[config.mk]
export PLATFORM = sky130hd
export DESIGN_NAME = adc_conversion_sequencer
export DESIGN_NICKNAME = d
export VERILOG_FILES = /design/src/adc_seq_pkg.sv /design/src/adc_conversion_sequencer.sv
export SDC_FILE = /design/constraint.sdc
export NUM_CORES = 1
export LEC_CHECK = 0
export ABC_AREA = 1
export BUFFER_PORTS_ARGS = -buffer_cell sky130_fd_sc_hd__buf_4
export CORE_ASPECT_RATIO = 1.75
export CORE_MARGIN = 3
export CORE_UTILIZATION = 40
export DETAILED_ROUTE_END_ITERATION = 10
export PLACE_DENSITY = 0.61
export SLEW_MARGIN = 25
export SYNTH_ARGS = -nofsm -noshare
export SYNTH_HDL_FRONTEND = slang
export SYNTH_SLANG_ARGS = --single-unit
[constraint.sdc]
create_clock -name clk -period 2.5 [get_ports clk]
set_input_delay 0.375 -clock clk [delete_from_list [all_inputs] [get_ports clk]]
set_output_delay 0.375 -clock clk [all_outputs]
set_load 0.02 [all_outputs]
[src/adc_seq_pkg.sv]
package adc_seq_pkg;

    // Register byte offsets on the 32-bit bus.
    localparam logic [4:0] OFF_CTRL_A  = 5'h00;
    localparam logic [4:0] OFF_CTRL_B  = 5'h04;
    localparam logic [4:0] OFF_RES_HI  = 5'h08;
    localparam logic [4:0] OFF_RES_LO  = 5'h0C;
    localparam logic [4:0] OFF_FLAG    = 5'h10;
    localparam logic [4:0] OFF_IRQ_EN  = 5'h14;

    // Field positions.
    localparam int EN_BIT     = 0;
    localparam int GO_BIT     = 1;
    localparam int WIDTH_BIT  = 7;
    localparam int FMT_BIT    = 7;
    localparam int SEL_LSB    = 4;
    localparam int DONE_BIT   = 0;
    localparam int IRQ_EN_BIT = 0;

    // Values after reset.
    localparam logic [2:0]  CLKSEL_RST = 3'h0;
    localparam logic [31:0] RDATA_RST  = 32'h0000_0000;

    // Conversion timing.
    localparam logic [3:0] PERIODS_LAST = 4'hE;   // Fifteen bit periods, 0 to 14.
    localparam logic [3:0] PERIOD_SIGN  = 4'h1;
    localparam logic [3:0] PERIOD_LSB   = 4'hD;
    localparam int CLK_PERIOD_NS = 10;
    localparam int INSTR_TIME_NS = 40;
    localparam int INSTR_CYCLES  = (INSTR_TIME_NS + CLK_PERIOD_NS - 1) / CLK_PERIOD_NS;
    localparam int FRC_PERIOD_NS = 1600;
    localparam int FRC_CYCLES    = FRC_PERIOD_NS / CLK_PERIOD_NS;

    // Sequencer states.
    typedef enum logic [1:0] {
        ST_IDLE  = 2'b00,
        ST_DELAY = 2'b01,
        ST_CONV  = 2'b10
    } seq_state_t;

endpackage

[src/adc_conversion_sequencer.sv]
// The implementer's own choices: the register offsets and register access over Avalon-MM.
module adc_conversion_sequencer #(
    parameter int FRC_DIV = adc_seq_pkg::FRC_CYCLES
) (
    // Clock and reset.
    input  wire logic        clk,
    input  wire logic        srst,
    // Avalon-MM register slave.
    input  wire logic [4:0]  address,
    input  wire logic        read,
    input  wire logic        write,
    input  wire logic [31:0] writedata,
    input  wire logic [3:0]  byteenable,
    output logic [31:0]      readdata,
    output logic             waitrequest,
    // Core power state.
    input  wire logic        sleep_in,
    // Analog converter interface.
    input  wire logic        cmp_in,
    output logic [12:0]      sar_trial,
    output logic             sample_hold,
    output logic             conv_power,
    // Request outputs.
    output logic             irq_req,
    output logic             wake_req
);
    import adc_seq_pkg::*;

    localparam int FW = $clog2(FRC_DIV + 1);

    // Divide ratio of the system-clock sources; codes ending in 11 are the RC source.
    function automatic logic [6:0] clk_div(input logic [2:0] sel);
        logic [6:0] r;
        r = 7'h02;
        unique case (sel)
            3'b000:  r = 7'h02;
            3'b100:  r = 7'h04;
            3'b001:  r = 7'h08;
            3'b101:  r = 7'h10;
            3'b010:  r = 7'h20;
            3'b110:  r = 7'h40;
            default: r = 7'h02;
        endcase
        return r;
    endfunction

    // Turns the stored sign and magnitude into the sixteen-bit register pair.
    function automatic logic [15:0] format_result(input logic sign, input logic [11:0] mag,
                                                  input logic twos, input logic w10);
        logic [11:0] neg;
        logic [9:0]  neg10;
        logic [15:0] r;
        neg = ~mag + 12'h001;
        neg10 = ~mag[11:2] + 10'h001;
        if (!twos)
        begin
            if (w10)
                r = {mag[11:2], 5'h00, sign};
            else
                r = {mag, 3'h0, sign};
        end
        else if (w10)
            r = {{6{sign}}, sign ? neg10 : mag[11:2]};
        else
            r = {{4{sign}}, sign ? neg : mag};
        return r;
    endfunction

    // Comparator synchroniser.
    logic        cmp_meta_q;
    logic        cmp_sync_q;

    // Bus slave state.
    logic        waitrequest_q;
    logic [31:0] readdata_q;

    // Software-visible registers.
    logic        enable_q;
    logic        go_q;
    logic        width10_q;
    logic        fmt_q;
    logic [2:0]  clksel_q;
    logic        done_q;
    logic        irq_en_q;
    logic        res_sign_q;
    logic [11:0] res_mag_q;

    // Sequencer state.
    seq_state_t  state_q;
    seq_state_t  state_d;
    logic [3:0]  period_q;
    logic [6:0]  div_q;
    logic [FW-1:0] frc_q;
    logic [3:0]  delay_q;
    logic [12:0] trial_q;
    logic [12:0] trial_d;
    logic        sleep_off_q;
    logic        power_q;
    logic        sample_q;
    logic        irq_q;
    logic        wake_q;

    // Bus decode.
    wire         req_new   = (read || write) && waitrequest_q;
    wire         accept    = (read || write) && !waitrequest_q;
    wire         wr_ok     = write && accept && byteenable[0];
    wire         wr_ctrl_a = wr_ok && (address == OFF_CTRL_A);
    wire         wr_ctrl_b = wr_ok && (address == OFF_CTRL_B);
    wire         wr_flag   = wr_ok && (address == OFF_FLAG);
    wire         wr_irq_en = wr_ok && (address == OFF_IRQ_EN);
    wire         new_en    = writedata[EN_BIT];
    wire         new_go    = writedata[GO_BIT];

    // Formatted result, shared by both result reads.
    wire [15:0]  result_word = format_result(res_sign_q, res_mag_q, fmt_q, width10_q);

    // Read selection; unmapped offsets read as zero.
    wire [7:0]   ctrl_a_rd = {width10_q, 5'h00, go_q, enable_q};
    wire [7:0]   ctrl_b_rd = {fmt_q, clksel_q, 4'h0};
    wire [7:0]   rd_byte   = (address == OFF_CTRL_A) ? ctrl_a_rd :
                             (address == OFF_CTRL_B) ? ctrl_b_rd :
                             (address == OFF_RES_HI) ? result_word[15:8] :
                             (address == OFF_RES_LO) ? result_word[7:0] :
                             (address == OFF_FLAG)   ? {7'h00, done_q} :
                             (address == OFF_IRQ_EN) ? {7'h00, irq_en_q} : 8'h00;

    // Bit-period clock sources.
    wire         rc_sel    = (clksel_q[1:0] == 2'b11);
    wire [6:0]   div_last  = clk_div(clksel_q) - 7'h01;
    wire         sys_tick  = (div_q == div_last);
    wire         frc_tick  = (frc_q == FW'(FRC_DIV - 1));
    wire         bit_tick  = rc_sel ? frc_tick : sys_tick;

    // Sequence events.
    wire         busy      = (state_q != ST_IDLE);
    wire         sys_sleep = sleep_in && !rc_sel;
    wire         start     = wr_ctrl_a && new_go && new_en && !go_q && !busy
                             && !sys_sleep;
    wire         sw_abort  = wr_ctrl_a && (!new_go || !new_en) && busy;
    wire         abort     = sw_abort || (sys_sleep && busy);
    wire         finish    = (state_q == ST_CONV) && bit_tick
                             && (period_q == PERIODS_LAST) && !abort;
    wire         delay_end = (delay_q == 4'(INSTR_CYCLES - 1));
    wire [3:0]   bit_idx   = PERIOD_LSB - period_q;

    // Comparator decisions come from the analog side, so they are synchronised first.
    always_ff @(posedge clk)
    begin
        if (srst)
        begin
            cmp_meta_q <= 1'b0;
            cmp_sync_q <= 1'b0;
        end
        else
        begin
            cmp_meta_q <= cmp_in;
            cmp_sync_q <= cmp_meta_q;
        end
    end

    // Bus handshake: waitrequest drops for exactly one cycle per request.
    always_ff @(posedge clk)
    begin
        if (srst)
        begin
            waitrequest_q <= 1'b1;
            readdata_q    <= RDATA_RST;
        end
        else
        begin
            waitrequest_q <= !req_new;
            if (req_new && read)
                readdata_q <= {24'h000000, rd_byte};
        end
    end

    // Configuration written by software.
    always_ff @(posedge clk)
    begin
        if (srst)
        begin
            enable_q  <= 1'b0;
            width10_q <= 1'b0;
            fmt_q     <= 1'b0;
            clksel_q  <= CLKSEL_RST;
            irq_en_q  <= 1'b0;
        end
        else
        begin
            if (wr_ctrl_a)
            begin
                enable_q  <= new_en;
                width10_q <= writedata[WIDTH_BIT];
            end
            if (wr_ctrl_b)
            begin
                fmt_q    <= writedata[FMT_BIT];
                clksel_q <= writedata[SEL_LSB +: 3];
            end
            if (wr_irq_en)
                irq_en_q <= writedata[IRQ_EN_BIT];
        end
    end

    // Go bit: set by the start write, cleared by completion, by a sleep abort or by software.
    always_ff @(posedge clk)
    begin
        if (srst)
            go_q <= 1'b0;
        else if (start)
            go_q <= 1'b1;
        else if (finish || abort)
            go_q <= 1'b0;
        else if (wr_ctrl_a && !new_go)
            go_q <= 1'b0;
    end

    // Done flag; a completion in the same cycle as a software clear wins.
    always_ff @(posedge clk)
    begin
        if (srst)
            done_q <= 1'b0;
        else if (finish)
            done_q <= 1'b1;
        else if (wr_flag)
            done_q <= writedata[DONE_BIT];
    end

    // Result pair: cleared by a start, loaded only by a full conversion.
    always_ff @(posedge clk)
    begin
        if (srst)
        begin
            res_sign_q <= 1'b0;
            res_mag_q  <= 12'h000;
        end
        else if (start)
        begin
            res_sign_q <= 1'b0;
            res_mag_q  <= 12'h000;
        end
        else if (finish)
        begin
            res_sign_q <= trial_q[12];
            res_mag_q  <= trial_q[11:0];
        end
    end

    // Sequencer transitions.
    always_comb
    begin
        state_d = state_q;
        unique case (state_q)
            ST_IDLE:
                if (start)
                    state_d = rc_sel ? ST_DELAY : ST_CONV;
            ST_DELAY:
                if (abort)
                    state_d = ST_IDLE;
                else if (delay_end && frc_tick)
                    state_d = ST_CONV;
            ST_CONV:
                if (abort || finish)
                    state_d = ST_IDLE;
            default:
                state_d = ST_IDLE;
        endcase
    end

    // An RC start first waits out one instruction cycle on the system clock.
    always_ff @(posedge clk)
    begin
        if (srst)
        begin
            state_q <= ST_IDLE;
            delay_q <= 4'h0;
        end
        else
        begin
            state_q <= state_d;
            delay_q <= (state_q != ST_DELAY) ? 4'h0 :
                       delay_end ? delay_q : delay_q + 4'h1;
        end
    end

    // The RC source runs free, so a start is held until its next period boundary
    // and no partial first period is ever counted.
    always_ff @(posedge clk)
    begin
        if (srst)
            frc_q <= '0;
        else
            frc_q <= frc_tick ? '0 : frc_q + FW'(1);
    end

    // The system-clock divider restarts with each conversion for an exact first period.
    always_ff @(posedge clk)
    begin
        if (srst || state_q != ST_CONV || sys_tick)
            div_q <= 7'h00;
        else
            div_q <= div_q + 7'h01;
    end

    // Bit-period counter, fifteen periods per conversion.
    always_ff @(posedge clk)
    begin
        if (srst || state_q != ST_CONV)
            period_q <= 4'h0;
        else if (bit_tick)
            period_q <= period_q + 4'h1;
    end

    // Successive approximation: period 0 samples, period 1 decides the sign
    // (comparator high means negative), periods 2 to 13 resolve the magnitude.
    always_comb
    begin
        trial_d = trial_q;
        if (state_q != ST_CONV)
            trial_d = 13'h0000;
        else if (bit_tick && period_q == PERIOD_SIGN)
        begin
            trial_d[12] = cmp_sync_q;
            trial_d[11] = 1'b1;
        end
        else if (bit_tick && period_q > PERIOD_SIGN && period_q <= PERIOD_LSB)
        begin
            trial_d[bit_idx] = cmp_sync_q;
            if (bit_idx != 4'h0)
                trial_d[bit_idx - 4'h1] = 1'b1;
        end
    end

    // Trial register; an abort drops it on the next cycle, leaving the result alone.
    always_ff @(posedge clk)
    begin
        if (srst || abort)
            trial_q <= 13'h0000;
        else
            trial_q <= trial_d;
    end

    // Sleep power-down. Enable keeps reading set; only the analog power drops.
    always_ff @(posedge clk)
    begin
        if (srst || !sleep_in)
            sleep_off_q <= 1'b0;
        else if (sys_sleep)
            sleep_off_q <= 1'b1;
        else if (finish && rc_sel && !irq_en_q)
            sleep_off_q <= 1'b1;
    end

    // Registered outputs toward the analog core and the interrupt controller.
    always_ff @(posedge clk)
    begin
        if (srst)
        begin
            power_q  <= 1'b0;
            sample_q <= 1'b0;
            irq_q    <= 1'b0;
            wake_q   <= 1'b0;
        end
        else
        begin
            power_q  <= enable_q && !sleep_off_q;
            sample_q <= (state_q == ST_CONV) && (period_q == 4'h0);
            irq_q    <= done_q && irq_en_q;
            wake_q   <= done_q && irq_en_q && sleep_in;
        end
    end

    assign readdata    = readdata_q;
    assign waitrequest = waitrequest_q;
    assign sar_trial   = trial_q;
    assign sample_hold = sample_q;
    assign conv_power  = power_q;
    assign irq_req     = irq_q;
    assign wake_req    = wake_q;

endmodule // adc_conversion_sequencer

==> reports/qor.yml <==
clocking:
  tritoncts.num_buffers: 9
  clk_pin_slew_worst_paths_ns: 0.06
  h-tree-depth: 3
  clock_tree.buffer_depth: 2
  cts_hold_buf: 0
  cts_repair_resize_count: 0
  tritoncts: "yes"
  clock_tree.root_cell: "clkbuf_16"
  cts.sinks: 76
  number_of_buffers_inserted_by_post_cts_setup_repair: 0
  clock_insertion_delay_worst_skew_ns: 0.34
critical_path:
  critPathMostFrequentCell: "nand2_1"
  arrival_ns: 2.48
  critPathCaptureType: "flip-flop"
  crit_chain: "ha_1, nand2_1, inv_2, nand2_1, nor2_2, nand4_1, nand2_1, a21boi_4, nand2_4, clkinv_2, nand2_1, nand3_1, nand2_1, inv_1"
  critPathRequiredTime_ns: 2.79
  cp_max_fo: 17
  worstSetupStartpointType: "flip-flop"
  critical-path-max-stage-delay_ns: 0.36
  critPathKind: "flip-flop to flip-flop"
  slowest_stage: "dfxtp_1"
die:
  floorplan.io_pins: 97
  rows: 51
  die_x_um: 87.2
  initial_utilization_pct: 41.1
  die_h_um: 148
  fp.coreArea_um2: 11200
  dieArea_um2: 12900
final_layout:
  utilization_pct: 46.9
  syn2layout_area_growth_pct: 14.2
  antenna_cells_inserted: 0
  drive_gt1_share_pct: 12.5
  layout.nets: 789
  final_cells: 866
  mostFrequentLayoutCell: "nand2_1"
  layout.cells.most_common_list: "133 x nand2_1, 90 x nor2_1, 86 x inv_1, 76 x dfxtp_1, 63 x a21oi_1"
pwr:
  comb_power_share_pct: 5.6
  seq_power_share_pct: 46.9
  power.ir.vdd_worst_v: 0.000333
  switching_share_pct: 23.8
  p_sw_mw: 0.625
  power-per-cell-area_nw_per_um2: 498
  clock_power_share_pct: 47.5
  p_leak_nw: 2.40
  p_int_mw: 2.00
placement:
  post-place-cells: 850
  place.port_buffers: 43
  rd_place_congestion: 0.892
  detailedPlacementHpwl_um: 9120
routing:
  route.antenna.remaining_nets: 0
  wl_per_cell_um: 13.5
  viasPerCell: 5.17
  post-route-drc-count: 0
  drt-total-wl_um: 11700
  firstDrtPassIters: 4
  number_of_violations_reported_at_the_end_of_detailed_routing_iteration_0: 168
  via_count: 4481
grt:
  vias_in_the_first_global_route: 4348
  global_route_wire_length_before_repair_um: 19600
  grt_antenna_before_repair: 0
  total_grt_usage_pct: 18.8
  grt_overflow_total: 0
  pin_count_of_the_biggest_net_entering_global_routing: 26
run_status:
  outcome: "finished clean"
sta:
  fmax_mhz: 455
  worst_clk_skew_ns: 0.0106
  slew_violations: 0
  grt_setup_unrepaired: "no"
  setup_total_negative_slack_ns: 0
  min_period_over_period_pct: 88.0
  timing.final.hold_violations: 0
  final-setup-viol-count: 0
  clock_period_minus_worst_slack_ns: 2.20
job:
  number_of_max_cap_violations: 0
synthesis:
  netlist_area_um2: 4620
  synth_cell_type_count: 41
  synth-warning-count: 0
  synth_area_per_cell_um2: 6.75
  ff_latch_count_synth: 76
  syn-instance-count: 684
  synth-seq-area-share_pct: 32.9
min_path:
  hold_wc_path_type: "input port to flip-flop"
metrics by stage:
step	power (mW)	cell area [µm²]	hold slack, ns	setup slack (ns)
2_1_floorplan	1.38	4700	0.388	0.655
3_3_place_gp	1.40	4980	0.391	0.341
3_5_place_dp	1.40	4980	0.404	0.267
4_1_cts	2.65	5270	0.237	0.265
5_1_grt	2.73	5270	0.263	0.0558
6_report	2.62	5270	0.240	0.300
sequential cells by signal, indices dropped and copies added (netlist names), 2 cells and up:
name       count
state_q        2
sar_trial     13
readdata       8
frc_q          8
clksel_q       3
period_q       4
res_mag_q     12
div_q          7
delay_q        4
synth_stat cells:
cell       instances  area share [%]
conb_1             1           0.081
nor2_2             3            0.41
inv_2              3            0.24
nand4_1            8             1.1
or2_2              3            0.41
nand2_2            4            0.54
nand2_1          133              11
o2111ai_1          1            0.19
a211oi_1           6            0.98
nor3b_1            3            0.49
o21ai_0           45             4.9
o21ai_1            2            0.22
ha_1              13             3.5
nand2_4            1            0.24
buf_2              1            0.11
a221oi_1           8             1.5
buf_6              3            0.73
o21bai_1           1            0.16
and3_1             1            0.14
o211ai_1           4            0.65
nand3_1           39             4.2
nor2_1            90             7.3
o31ai_1            1            0.16
inv_1             86             7.0
buf_4             24             3.9
xnor2_1            2            0.38
a31oi_1            3            0.41
clkinv_2           1            0.11
a211oi_2          10             2.7
clkbuf_1          11            0.89
xor2_1            10             1.9
o311ai_0           3            0.57
a21boi_4           1            0.41
nor4_1             3            0.41
o21a_1             2            0.33
o221ai_1           2            0.38
a21oi_1           63             6.8
nor3_1            11             1.2
nand3_4            1            0.38
a311oi_1           1            0.19
dfxtp_1           76              33
routing by layer:
metal | track usage [%] | wire, µm
met5 | 0 | 0
met4 | 9.52 | 428
met3 | 2.83 | 594
met2 | 34.6 | 6020
met1 | 20.2 | 4670
path summary, 6_finish.rpt:
check	from	endpoint	slack, ns	cells after the start
max	frc_q[0]$_SDFF_PP0_	sar_trial[12]$_SDFFE_PP0P_	0.30	14
min	cmp_in	cmp_meta_q$_SDFF_PP0_	0.24	3
max reg2reg	frc_q[0]$_SDFF_PP0_	sar_trial[12]$_SDFFE_PP0P_	0.30	14
min reg2reg	cmp_meta_q$_SDFF_PP0_	cmp_sync_q$_SDFF_PP0_	0.41	2
critical path, delay by kind of cell (launching register included):
| family | cells | cell delay [ns] |
|---|---|---|
| buf+inv | 3 | 0.29 |
| simple gates | 9 | 1.00 |
| fa+ha+maj | 1 | 0.18 |
| flops | 1 | 0.36 |
| compound gates | 1 | 0.32 |
area by class of cell:
class                      count  area, µm²
sequential                    76       1520
multi-input combinational    502       2580
timing repair buffer          50        375
clock buffer                  12        256
tap                          132        165
clock inverter                 4       31.3
inverter                      90        339
fill                        1196       5960
logic make-up (layout without fill, tap and decap cells):
family                   Yosys count  after routing  synth area share [%]
AO/OA/AOI/OAI                    153            153                  20.6
XOR/XNOR                          12             12                  2.28
adder cells (fa/ha/maj)           13             13                  3.52
buffers and inverters            129            156                  13.0
flip-flops                        76             76                  32.9
other                              1             24                0.0812
AND/OR/NAND/NOR                  300            300                  27.6
power by group through the flow:
stage / clock network, mW / registers [mW] / logic (mW)
after floorplan: 0 / 1.26 / 0.121
after global placement: 0 / 1.26 / 0.143
after detailed placement: 0 / 1.26 / 0.146
after CTS: 1.28 / 1.23 / 0.146
after global routing: 1.34 / 1.23 / 0.163
final: 1.25 / 1.23 / 0.146
Note: power is estimated with default switching activity, not from simulation.
